$ cat config.mk
export PLATFORM = sky130hd
export DESIGN_NAME = pcg_top
export DESIGN_NICKNAME = d
export VERILOG_FILES = /design/src/pcg_pkg.sv /design/src/pcg_timer.sv /design/src/pcg_top.sv
export SDC_FILE = /design/constraint.sdc
export NUM_CORES = 2
export LEC_CHECK = 0
export BUFFER_PORTS_ARGS = -buffer_cell sky130_fd_sc_hd__buf_4
export CAP_MARGIN = 20
export CELL_PAD_IN_SITES_DETAIL_PLACEMENT = 1
export CELL_PAD_IN_SITES_GLOBAL_PLACEMENT = 1
export CORE_UTILIZATION = 50
export DETAILED_ROUTE_END_ITERATION = 16
export PLACE_DENSITY_LB_ADDON = 0.1
export SLEW_MARGIN = 20
export SYNTH_ARGS = -nofsm -noshare
export SYNTH_HDL_FRONTEND = slang
export SYNTH_SLANG_ARGS = --single-unit
$ cat constraint.sdc
create_clock -name core_clk -period 4.1 [get_ports core_clk]
set_clock_uncertainty 0.2 [all_clocks]
set_input_delay 0 -clock core_clk [delete_from_list [all_inputs] [get_ports core_clk]]
set_output_delay 0 -clock core_clk [all_outputs]
set_load 0.01 [all_outputs]
$ cat src/pcg_pkg.sv
// Shared constants, register map and carrier types of the PWM and capture timer group
package pcg_pkg;

    // Channel organisation
    localparam int NUM_CH   = 8;
    localparam int NUM_PAIR = 4;

    // Register byte offsets
    localparam logic [7:0] OFS_PRESCALE = 8'h00;
    localparam logic [7:0] OFS_CLKDIV   = 8'h04;
    localparam logic [7:0] OFS_CTRL     = 8'h08;
    localparam logic [7:0] OFS_DEADTIME = 8'h0C;
    localparam logic [7:0] OFS_PERIOD   = 8'h10;
    localparam logic [7:0] OFS_COMPARE  = 8'h30;
    localparam logic [7:0] OFS_COUNT    = 8'h50;
    localparam logic [7:0] OFS_PWM_IE   = 8'h70;
    localparam logic [7:0] OFS_PWM_ST   = 8'h74;
    localparam logic [7:0] OFS_CAPCTL   = 8'h78;
    localparam logic [7:0] OFS_CAP_ST   = 8'h88;
    localparam logic [7:0] OFS_RISE     = 8'h90;
    localparam logic [7:0] OFS_FALL     = 8'hB0;

    // Field positions
    localparam int CTRL_EN_LSB  = 0;
    localparam int CTRL_AR_LSB  = 8;
    localparam int CTRL_DZ_LSB  = 16;
    localparam int CLKDIV_W     = 4;
    localparam int CAP_EN_BIT   = 0;
    localparam int CAP_RIE_BIT  = 1;
    localparam int CAP_FIE_BIT  = 2;
    localparam int CAP_HALF_LSB = 16;

    // Reset values
    localparam logic [31:0] RST_WORD = 32'h0000_0000;
    localparam logic [15:0] RST_HALF = 16'h0000;
    localparam logic [7:0]  RST_BYTE = 8'h00;

    // Register bus request
    typedef struct packed {
        logic [7:0]  addr;
        logic [31:0] wdata;
        logic        wr;
        logic        rd;
    } pcg_bus_req_t;

    // Configuration handed to one channel timer
    typedef struct packed {
        logic        enable;
        logic        auto_reload;
        logic [2:0]  div_sel;
        logic [15:0] period;
        logic [15:0] compare;
    } pcg_tmr_cfg_t;

    // Status returned by one channel timer
    typedef struct packed {
        logic [15:0] count;
        logic        zero;
        logic        level;
    } pcg_tmr_stat_t;

    // Divider mask: 0..4 select 1, 1/2, 1/4, 1/8, 1/16
    function automatic logic [3:0] div_mask(input logic [2:0] sel);
        case (sel)
            3'h0:    div_mask = 4'h0;
            3'h1:    div_mask = 4'h1;
            3'h2:    div_mask = 4'h3;
            3'h3:    div_mask = 4'h7;
            default: div_mask = 4'hF;
        endcase
    endfunction

    // Decode an address inside an eight-word array at base
    function automatic logic [3:0] arr_hit(input logic [7:0] addr, input logic [7:0] base);
        logic [7:0] rel;
        rel = addr - base;
        arr_hit = {(addr >= base) && (rel < 8'h20) && (rel[1:0] == 2'h0), rel[4:2]};
    endfunction

endpackage

$ cat src/pcg_timer.sv
// One channel timer: divider, double-buffered 16-bit down-counter and comparator
module pcg_timer (
    // Clock and reset
    input  wire logic                   core_clk,
    input  wire logic                   nrst,
    // Prescaled tick and configuration
    input  wire logic                   pre_tick,
    input  pcg_pkg::pcg_tmr_cfg_t       cfg,
    // Timer status
    output pcg_pkg::pcg_tmr_stat_t      stat
);

    typedef struct packed {
        logic [3:0]  div_cnt;
        logic [15:0] cnt;
        logic [15:0] cmp;
        logic        run;
        logic        started;
        logic        level;
        logic        zero;
    } pcg_tmr_state_t;

    pcg_tmr_state_t s_q;
    pcg_tmr_state_t s_d;
    logic           tick;

    // Divided tick selected by the divider setting
    assign tick = pre_tick && ((s_q.div_cnt & pcg_pkg::div_mask(cfg.div_sel))
                               == pcg_pkg::div_mask(cfg.div_sel));

    // Next-state logic of the counter
    always_comb begin
        s_d      = s_q;
        s_d.zero = 1'b0;
        if (pre_tick) begin
            s_d.div_cnt = s_q.div_cnt + 4'h1;
        end
        if (!cfg.enable) begin
            s_d.run     = 1'b0;
            s_d.started = 1'b0;
            s_d.level   = 1'b0;
            s_d.div_cnt = 4'h0;
        end else if (!s_q.started) begin
            // First enable cycle loads both buffers
            s_d.started = 1'b1;
            s_d.run     = 1'b1;
            s_d.cnt     = cfg.period;
            s_d.cmp     = cfg.compare;
            s_d.level   = 1'b0;
        end else if (s_q.run && tick) begin
            if (s_q.cnt == 16'h0000) begin
                s_d.zero = 1'b1;
                if (cfg.auto_reload) begin
                    s_d.cnt   = cfg.period;
                    s_d.cmp   = cfg.compare;
                    s_d.level = 1'b0;
                end else begin
                    s_d.run = 1'b0;
                end
            end else begin
                s_d.cnt = s_q.cnt - 16'h0001;
                if ((s_q.cnt - 16'h0001) == s_q.cmp) begin
                    s_d.level = 1'b1;
                end
            end
        end
    end

    // State register
    always_ff @(posedge core_clk or negedge nrst) begin
        if (!nrst) begin
            s_q <= '0;
        end else begin
            s_q <= s_d;
        end
    end

    assign stat.count = s_q.cnt;
    assign stat.zero  = s_q.zero;
    assign stat.level = s_q.level;

endmodule // pcg_timer

$ cat src/pcg_top.sv
// Top of the PWM generator and capture timer group with its register port
//
// The implementer's own choices: the placing of the registers and the strobed register port.

module pcg_top #(
    parameter int PRE_W = 8
) (
    // Clock and reset
    input  wire logic                   core_clk,
    input  wire logic                   nrst,
    // Register port
    input  pcg_pkg::pcg_bus_req_t       bus_req,
    output logic [31:0]                 rdata,
    // Pins
    output logic [7:0]                  pwm_out,
    output logic [7:0]                  pwm_oe,
    input  wire logic [7:0]             cap_in,
    // Interrupt
    output logic                        irq
);

    typedef struct packed {
        logic [3:0][PRE_W-1:0] prescale;
        logic [3:0][PRE_W-1:0] pre_cnt;
        logic [31:0]           clkdiv;
        logic [31:0]           ctrl;
        logic [3:0][7:0]       deadtime;
        logic [7:0][15:0]      period;
        logic [7:0][15:0]      compare;
        logic [7:0]            pwm_ie;
        logic [7:0]            pwm_st;
        logic [3:0][31:0]      capctl;
        logic [15:0]           cap_st;
        logic [7:0][15:0]      rise;
        logic [7:0][15:0]      fall;
        logic [7:0]            cap_prev;
        logic [3:0]            dz_prev;
        logic [3:0][7:0]       dz_cnt;
        logic [7:0]            pin_out;
        logic [31:0]           rdata;
    } pcg_core_state_t;

    pcg_core_state_t                    s_q;
    pcg_core_state_t                    s_d;
    pcg_pkg::pcg_tmr_cfg_t [7:0]        tmr_cfg;
    pcg_pkg::pcg_tmr_stat_t [7:0]       tmr_stat;
    logic [3:0]                         pre_tick;
    logic [7:0]                         cap_en;

    // Reads one capture control bit of a channel
    function automatic logic cap_bit(input logic [3:0][31:0] ctl, input int ch,
                                     input int b);
        cap_bit = ctl[ch / 2][(ch % 2) * pcg_pkg::CAP_HALF_LSB + b];
    endfunction

    // Prescaler ticks, one per generator shared by both its channels
    always_comb begin
        for (int g = 0; g < 4; g++) begin
            pre_tick[g] = (s_q.pre_cnt[g] == s_q.prescale[g]);
        end
    end

    // Capture enables and timer configuration
    always_comb begin
        for (int ch = 0; ch < 8; ch++) begin
            cap_en[ch]              = cap_bit(s_q.capctl, ch, pcg_pkg::CAP_EN_BIT);
            tmr_cfg[ch].enable      = s_q.ctrl[pcg_pkg::CTRL_EN_LSB + ch];
            tmr_cfg[ch].auto_reload = s_q.ctrl[pcg_pkg::CTRL_AR_LSB + ch];
            tmr_cfg[ch].div_sel     = s_q.clkdiv[ch * pcg_pkg::CLKDIV_W +: 3];
            tmr_cfg[ch].period      = s_q.period[ch];
            tmr_cfg[ch].compare     = s_q.compare[ch];
        end
    end

    // Eight channel timers, two per generator
    for (genvar ch = 0; ch < 8; ch++) begin : g_tmr
        pcg_timer u_tmr (
            .core_clk (core_clk),
            .nrst     (nrst),
            .pre_tick (pre_tick[ch / 2]),
            .cfg      (tmr_cfg[ch]),
            .stat     (tmr_stat[ch])
        );
    end

    // Next-state logic: registers, flags, capture, dead zone and read data
    always_comb begin
        logic [3:0] hit;
        logic       rd_pwm_st;
        logic       rd_cap_st;
        logic       base;
        logic       settled;
        logic       pair_en;
        hit       = 4'h0;
        rd_pwm_st = 1'b0;
        rd_cap_st = 1'b0;
        base      = 1'b0;
        settled   = 1'b0;
        pair_en   = 1'b0;
        s_d       = s_q;

        // Prescaler counters
        for (int g = 0; g < 4; g++) begin
            if (pre_tick[g]) begin
                s_d.pre_cnt[g] = '0;
            end else begin
                s_d.pre_cnt[g] = s_q.pre_cnt[g] + 1'b1;
            end
        end

        // Register writes
        if (bus_req.wr) begin
            case (bus_req.addr)
                pcg_pkg::OFS_PRESCALE: begin
                    for (int g = 0; g < 4; g++) begin
                        s_d.prescale[g] = bus_req.wdata[g * 8 +: PRE_W];
                    end
                end
                pcg_pkg::OFS_CLKDIV:   s_d.clkdiv = bus_req.wdata;
                pcg_pkg::OFS_CTRL:     s_d.ctrl = bus_req.wdata;
                pcg_pkg::OFS_DEADTIME: s_d.deadtime = bus_req.wdata;
                pcg_pkg::OFS_PWM_IE:   s_d.pwm_ie = bus_req.wdata[7:0];
                default: begin
                end
            endcase
            hit = pcg_pkg::arr_hit(bus_req.addr, pcg_pkg::OFS_PERIOD);
            if (hit[3]) begin
                s_d.period[hit[2:0]] = bus_req.wdata[15:0];
            end
            hit = pcg_pkg::arr_hit(bus_req.addr, pcg_pkg::OFS_COMPARE);
            if (hit[3]) begin
                s_d.compare[hit[2:0]] = bus_req.wdata[15:0];
            end
            hit = pcg_pkg::arr_hit(bus_req.addr, pcg_pkg::OFS_CAPCTL);
            if (hit[3] && (hit[2] == 1'b0)) begin
                s_d.capctl[hit[1:0]] = bus_req.wdata;
            end
        end

        // Reading a status register clears it; new events below win
        if (bus_req.rd && (bus_req.addr == pcg_pkg::OFS_PWM_ST)) begin
            rd_pwm_st = 1'b1;
            s_d.pwm_st = 8'h00;
        end
        if (bus_req.rd && (bus_req.addr == pcg_pkg::OFS_CAP_ST)) begin
            rd_cap_st = 1'b1;
            s_d.cap_st = 16'h0000;
        end

        // Period flags, one per channel
        for (int ch = 0; ch < 8; ch++) begin
            if (tmr_stat[ch].zero) begin
                s_d.pwm_st[ch] = 1'b1;
            end
        end

        // Capture edges latch the counter of the same-index timer
        for (int ch = 0; ch < 8; ch++) begin
            s_d.cap_prev[ch] = cap_in[ch];
            if (cap_en[ch] && cap_in[ch] && !s_q.cap_prev[ch]) begin
                s_d.rise[ch] = tmr_stat[ch].count;
                if (cap_bit(s_q.capctl, ch, pcg_pkg::CAP_RIE_BIT)) begin
                    s_d.cap_st[2 * ch] = 1'b1;
                end
            end
            if (cap_en[ch] && !cap_in[ch] && s_q.cap_prev[ch]) begin
                s_d.fall[ch] = tmr_stat[ch].count;
                if (cap_bit(s_q.capctl, ch, pcg_pkg::CAP_FIE_BIT)) begin
                    s_d.cap_st[2 * ch + 1] = 1'b1;
                end
            end
        end

        // Output levels with optional complementary pairing
        for (int p = 0; p < 4; p++) begin
            base           = tmr_stat[2 * p].level;
            pair_en        = s_q.ctrl[pcg_pkg::CTRL_EN_LSB + 2 * p];
            s_d.dz_prev[p] = base;
            if (base != s_q.dz_prev[p]) begin
                s_d.dz_cnt[p] = s_q.deadtime[p];
            end else if (s_q.dz_cnt[p] != 8'h00) begin
                s_d.dz_cnt[p] = s_q.dz_cnt[p] - 8'h01;
            end
            settled = (s_q.dz_cnt[p] == 8'h00) && (base == s_q.dz_prev[p]);
            if (s_q.ctrl[pcg_pkg::CTRL_DZ_LSB + p]) begin
                s_d.pin_out[2 * p]     = pair_en && base && settled;
                s_d.pin_out[2 * p + 1] = pair_en && !base && settled;
            end else begin
                s_d.pin_out[2 * p]     = tmr_stat[2 * p].level;
                s_d.pin_out[2 * p + 1] = tmr_stat[2 * p + 1].level;
            end
        end
        for (int ch = 0; ch < 8; ch++) begin
            if (cap_en[ch]) begin
                s_d.pin_out[ch] = 1'b0;
            end
        end

        // Read data, answered in the next cycle
        s_d.rdata = pcg_pkg::RST_WORD;
        if (bus_req.rd) begin
            case (bus_req.addr)
                pcg_pkg::OFS_PRESCALE: begin
                    for (int g = 0; g < 4; g++) begin
                        s_d.rdata[g * 8 +: PRE_W] = s_q.prescale[g];
                    end
                end
                pcg_pkg::OFS_CLKDIV:   s_d.rdata = s_q.clkdiv;
                pcg_pkg::OFS_CTRL:     s_d.rdata = s_q.ctrl;
                pcg_pkg::OFS_DEADTIME: s_d.rdata = s_q.deadtime;
                pcg_pkg::OFS_PWM_IE:   s_d.rdata[7:0] = s_q.pwm_ie;
                pcg_pkg::OFS_PWM_ST:   s_d.rdata[7:0] = s_q.pwm_st;
                pcg_pkg::OFS_CAP_ST:   s_d.rdata[15:0] = s_q.cap_st;
                default: begin
                end
            endcase
            hit = pcg_pkg::arr_hit(bus_req.addr, pcg_pkg::OFS_PERIOD);
            if (hit[3]) begin
                s_d.rdata[15:0] = s_q.period[hit[2:0]];
            end
            hit = pcg_pkg::arr_hit(bus_req.addr, pcg_pkg::OFS_COMPARE);
            if (hit[3]) begin
                s_d.rdata[15:0] = s_q.compare[hit[2:0]];
            end
            hit = pcg_pkg::arr_hit(bus_req.addr, pcg_pkg::OFS_COUNT);
            if (hit[3]) begin
                s_d.rdata[15:0] = tmr_stat[hit[2:0]].count;
            end
            hit = pcg_pkg::arr_hit(bus_req.addr, pcg_pkg::OFS_CAPCTL);
            if (hit[3] && (hit[2] == 1'b0)) begin
                s_d.rdata = s_q.capctl[hit[1:0]];
            end
            hit = pcg_pkg::arr_hit(bus_req.addr, pcg_pkg::OFS_RISE);
            if (hit[3]) begin
                s_d.rdata[15:0] = s_q.rise[hit[2:0]];
            end
            hit = pcg_pkg::arr_hit(bus_req.addr, pcg_pkg::OFS_FALL);
            if (hit[3]) begin
                s_d.rdata[15:0] = s_q.fall[hit[2:0]];
            end
        end
        if (rd_pwm_st || rd_cap_st) begin
            s_d.rdata = s_d.rdata; // Status value captured before the clear
        end
    end

    // State register
    always_ff @(posedge core_clk or negedge nrst) begin
        if (!nrst) begin
            s_q <= '0;
        end else begin
            s_q <= s_d;
        end
    end

    // Outputs
    assign rdata   = s_q.rdata;
    assign pwm_out = s_q.pin_out;
    assign pwm_oe  = ~cap_en;
    assign irq     = (|(s_q.pwm_st & s_q.pwm_ie)) || (|s_q.cap_st);

endmodule // pcg_top

-- Word level (Yosys, flattened, before mapping)
Index checks and enable logic that the tools add are counted.
- output and inout bits: 49
- bits in registers: 1236
- input bits: 52
- logic and storage cells: 757
- reduce and logical (&&, ||, !) cells: 192
- $add $sub $neg: 30
- bitwise gates (word level): 11
- $lt $le $gt $ge: 21
- mux-type cells: 241
- equality and inequality tests: 138
- operators with widths (cell ; number):
    2-to-1 mux 33 bit ; 16
    bitwise mux 128 bit ; 3
    2-to-1 mux 32 bit ; 12
    2-to-1 mux 16 bit ; 20
    binary-select mux 16 bit (select 3 bit) ; 4
    2-to-1 mux 17 bit ; 8
    == test 16 bit ; 8
    logical NOT 16 bit ; 8
    case mux 4 bit (4 select lines) ; 8
    subtractor 16 x 1 -> 16 bit, second input constant ; 8
    2-to-1 mux 1 bit ; 112
    2-to-1 mux 8 bit ; 13
    demux 16 bit (select 3 bit) ; 2
    inequality test 3 bit, second input constant ; 32
    logical AND 1 bit ; 86
    AND reduction 3 bit ; 24
    binary-select mux 32 bit (select 2 bit) ; 1
    demux 32 bit (select 2 bit) ; 1
    2-to-1 mux 4 bit ; 16
    inequality test 4 bit, second input constant ; 16
    case mux 16 bit (4 select lines) ; 1
    case mux 8 bit (7 select lines) ; 1
    binary-select mux 18 bit (select 3 bit) ; 1
    == test 3 x 2 -> 1 bit, second input constant ; 16
    46 further kinds ; 216

-- Longest topological paths before layout
- depth in word-level cells: 11
- mapped depth: 14
- mapped depth without buffers: 9

-- By module
Synthesis repeated with hierarchy kept, for this count alone.
- cells, all modules: 5463
- area total of the unflattened synthesis: 65338.9 µm²
- by module, submodules not included (module ; area an instance (µm²) ; cells an instance ; sequential area each (µm²) ; times used):
    pcg_top ; 43818.3 ; 3175 ; 22922.0 ; 1
    pcg_timer ; 2690.1 ; 286 ; 1001.0 ; 8

-- Worst setup path before layout
OpenSTA, ideal clock, no wires.
- path type: input to register
- start point: input bus_req[38] (netlist name)
- end point: register s_q (netlist bit rdata[21])
- required time: 3818 ps
- cell stages on the path: 13
- setup slack: 576 ps
- library setup time: 82 ps
- buffers on the path: 6
- arrival: 3242 ps
- path through: clkbuf_1 inv_2 buf_1 clkbuf_1 ha_1 nor4b_1 nand2_1 clkbuf_1 nor3_1 clkbuf_1 clkbuf_1 a22oi_1 a31oi_1
- RTL lines (what ; line ; text):
    start: declaration ; pcg_top.sv:12 ; input pcg_pkg::pcg_bus_req_t bus_req,
    end signal: assignment ; pcg_top.sv:250 ; s_q <= '0;
    end signal: assignment ; pcg_top.sv:252 ; s_q <= s_d;
    end: declaration ; pcg_top.sv:43 ; pcg_core_state_t s_q;

==> flow_metrics.py <==
metrics = {
    "pwr": {
        "pwr-share-clk": 0.367,
        "switching_share": 0.331,
        "power_switching_mw": 11.8,
        "vdd_drop_max_v": 0.000447,
        "p_leak_nw": 33.1,
        "p_per_area_nw_per_um2": 506,
        "seq_power_share": 0.407,
        "power.internal_mw": 23.9,
        "comb_power_share": 0.226,
    },
    "global_routing": {
        "track_usage": 0.406,
        "first_global_vias": 49700,
        "grt_max_degree": 126,
        "gr-total-overflow": 0,
        "antenna_found_initial": 25,
        "grt_busiest_layer": "met2",
        "grtUsageMet1": 0.559,
        "grt_first_pass_wirelength_um": 365000,
        "gr-usage-met2": 0.599,
        "met3_usage": 0.0976,
    },
    "clocking": {
        "clkTransAtPathRegs_ns": 0.06,
        "cts_tree": "done",
        "h-tree-depth": 4,
        "root_buffer": "clkbuf_16",
        "cts_setup_buffers": 0,
        "cts.sinks": 1236,
        "ctsLongestPathBuffers": 3,
        "cts_inserted_buffers": 140,
        "worstSkewPairLatency_ns": 0.80,
    },
    "floorplanning": {
        "die_y_um": 354,
        "io_pins": 101,
        "fp-row-count": 128,
        "start_util": 0.507,
        "dieArea_sq_um": 126000,
        "die_x_um": 354,
        "coreArea_sq_um": 123000,
    },
    "routing": {
        "postRouteAntennaNets": 0,
        "detail_route.wl_per_cell_um": 34.0,
        "drc": 0,
        "drt-total-wl_um": 253000,
        "drtIter0Drc": 5689,
        "vias": 48800,
        "via_per_inst": 6.57,
        "dr.pass1.iters": 8,
    },
    "place": {
        "postPlaceCellArea_sq_um": 64900,
        "dp_hpwl_um": 181000,
        "place_inst": 7089,
        "port_buffers": 100,
        "gp_congestion": 0.976,
    },
    "cells_and_area": {
        "postLayoutCellArea_sq_um": 70500,
        "fin_cells": 7433,
        "synthToLayoutAreaGrowth_pct": 13.6,
        "drive_above_1_share": 0.249,
        "fillerInstances": 12600,
        "nets": 5781,
    },
    "sta": {
        "slew_headroom": 0.218,
        "fmax_mhz": 256,
        "period_needed_ns": 3.91,
        "setup_viol": 0,
        "worstMarginPinSlew_ns": 1.17,
        "maxSlewViolCount": 0,
        "rsz0062_at_grt": "false",
        "fin_crit_sh": 0.953,
        "hold_viol_final": 0,
        "fin_setup_tns_ns": 0,
    },
    "worst_setup_path": {
        "cpPeakStageDelay_ns": 0.63,
        "crit_chain": "dlygate4sd3_1 > buf_4 > or2_2 > dlygate4sd3_1 > a2111oi_2 > dlygate4sd3_1 > buf_6 > a31oi_1 > dlygate4sd3_1 > o21ai_0 > dlygate4sd3_1 > a21oi_1",
        "reg2reg_slack_ns": 0.61,
        "path_max_fanout": 37,
        "path_class": "in2reg",
        "end_kind": "flop",
        "crit_path_start_kind": "input port",
        "cp.required_ns": 4.59,
        "crit_top_cell": "dlygate4sd3_1",
        "slowest_stage": "dlygate4sd3_1",
        "crit_arrival_ns": 4.40,
    },
    "yosys": {
        "ys_ff_latch": 1236,
        "synth_top_flop_cell": "dfrtp_1",
        "avgSynthCellArea_sq_um": 11.1,
        "synthArstFlopShare": 1.00,
        "yosys_warnings": 0,
        "synth_edf_count": 0,
        "ys_types": 94,
        "syn_inst": 5585,
        "synth_nets": 5676,
        "ys_seq_area_frac": 0.498,
        "syn_area_sq_um": 62100,
    },
    "flow_run": {
        "maxCapViolations": 0,
    },
    "hold_path": {
        "hp-class": "in2reg",
    },
    "outcome": {
        "status": "finished, final reports clean",
    },
}
through the flow:
step	util	setup slack, ns	power, mW	hold WS, ns
6_report	0.576	0.192	35.7	0.122
5_1_grt	0.575	0.0748	36.8	0.145
3_5_place_dp	0.530	0.688	22.4	-0.152
2_1_floorplan	-	0.576	19.0	-0.496
3_3_place_gp	0.530	0.809	22.2	-0.170
4_1_cts	0.575	0.176	35.6	0.00563
cell families after synthesis:
family	share of synthesized area
simple gates	0.126
flops	0.498
mux	0.203
compound gates	0.0887
buf+inv	0.0362
xor+xnor	0.0395
fa+ha+maj	0.00786
metal layers:
layer | vias to the layer above | share of wire
met5 | - | 0.00038
met2 | 2321 | 0.44
met3 | 577 | 0.098
li1 | 20100 | -
met4 | 16 | 0.058
met1 | 25800 | 0.40
cells in the final DEF, fill, tap and decap left out, types with 24 or more instances in the layout:
master	n
mux2_2	642
dfrtp_1	1236
nand3b_1	26
buf_4	295
nand2_1	907
nor3b_1	45
clkbuf_8	30
clkbuf_16	142
mux2i_1	80
nand3_1	86
nor2b_1	33
and3_1	27
a22o_1	24
nand4_1	54
o21ai_0	298
xor2_1	106
dlygate4sd3_1	83
o31ai_1	28
clkbuf_1	30
xnor2_1	174
a22oi_1	68
a21oi_1	205
ha_1	38
nor4_1	53
nor2_1	184
nor3_1	117
and2_1	35
o2bb2ai_1	41
mux4_2	195
nand2b_1	30
inv_1	93
a31oi_1	38
final timing paths:
| kind | start | endpoint | cells past startpoint |
|---|---|---|---|
| worst max-delay path | bus_req[35] | rdata[8]$_DFF_PN0_ | 12 |
| worst min-delay path | bus_req[39] | rdata[14]$_DFF_PN0_ | 7 |
| worst max register to register | g_tmr[7].u_tmr.stat[10]$_DFFE_PN0P_ | g_tmr[7].u_tmr.stat[17]$_DFFE_PN0P_ | 7 |
| worst min register to register | g_tmr[4].u_tmr.stat[1]$_DFF_PN0_ | s_q[488]$_DFFE_PN0P_ | 1 |
| max in group asynchronous | nrst | s_q[490]$_DFFE_PN0P_ | 4 |
| min in group asynchronous | nrst | g_tmr[5].u_tmr.s_q[38]$_DFFE_PN0P_ | 4 |
critical path: cells and delay by family:
family	cells	cell delay [ns]
simple gates	1	0.32
buf+inv	7	3.54
compound gates	4	0.52
power by group through the flow:
stage | combinational [mW] | sequential [mW] | clock (mW)
finish | 8.06 | 14.5 | 13.1
floorplan | 5.05 | 14.0 | 0
detailed placement | 7.73 | 14.7 | 0
global placement | 7.55 | 14.6 | 0
global route | 8.54 | 14.6 | 13.6
CTS | 7.89 | 14.5 | 13.2
cells in the mapped netlist (all sizes together) (68+ instances only):
| master | n | area share |
|---|---|---|
| buf | 133 | 0.012 |
| mux4 | 196 | 0.071 |
| nor3 | 121 | 0.010 |
| inv | 94 | 0.0057 |
| xnor2 | 174 | 0.025 |
| nand3 | 86 | 0.0069 |
| o21ai | 301 | 0.024 |
| mux2i | 80 | 0.013 |
| nand2 | 909 | 0.055 |
| mux2 | 652 | 0.12 |
| clkbuf | 304 | 0.018 |
| a22oi | 68 | 0.0082 |
| xor2 | 106 | 0.015 |
| nor2 | 190 | 0.011 |
| dfrtp | 1236 | 0.50 |
| a21oi | 205 | 0.017 |
state kept, by name, indices dropped and copies added (netlist names):
signal            flops
s_q                 868
g_tmr.u_tmr.s_q     176
g_tmr.u_tmr.stat    144
rdata                32
cap_en                8
pwm_out               8
timing repair:
action                                  in CTS  in global routing
endpoints found under the hold margin     2075                  0
endpoints found under the setup margin       0                  1
hold buffers                                84                  0
resized for setup                            0                  2
area by class of cell:
| cell class | instances | area [sq um] | area share |
|---|---|---|---|
| Clock buffer | 202 | 4080 | 0.0578 |
| Timing Repair Buffer | 400 | 3480 | 0.0494 |
| Clock inverter | 47 | 634 | 0.00899 |
| Antenna cell | 11 | 27.5 | 0.000390 |
| Sequential cell | 1236 | 30900 | 0.439 |
| Multi-Input combinational cell | 3816 | 29000 | 0.411 |
| Tap cell | 1625 | 2030 | 0.0288 |
| Inverter | 96 | 363 | 0.00514 |
Power figures use the tool's default switching activity.
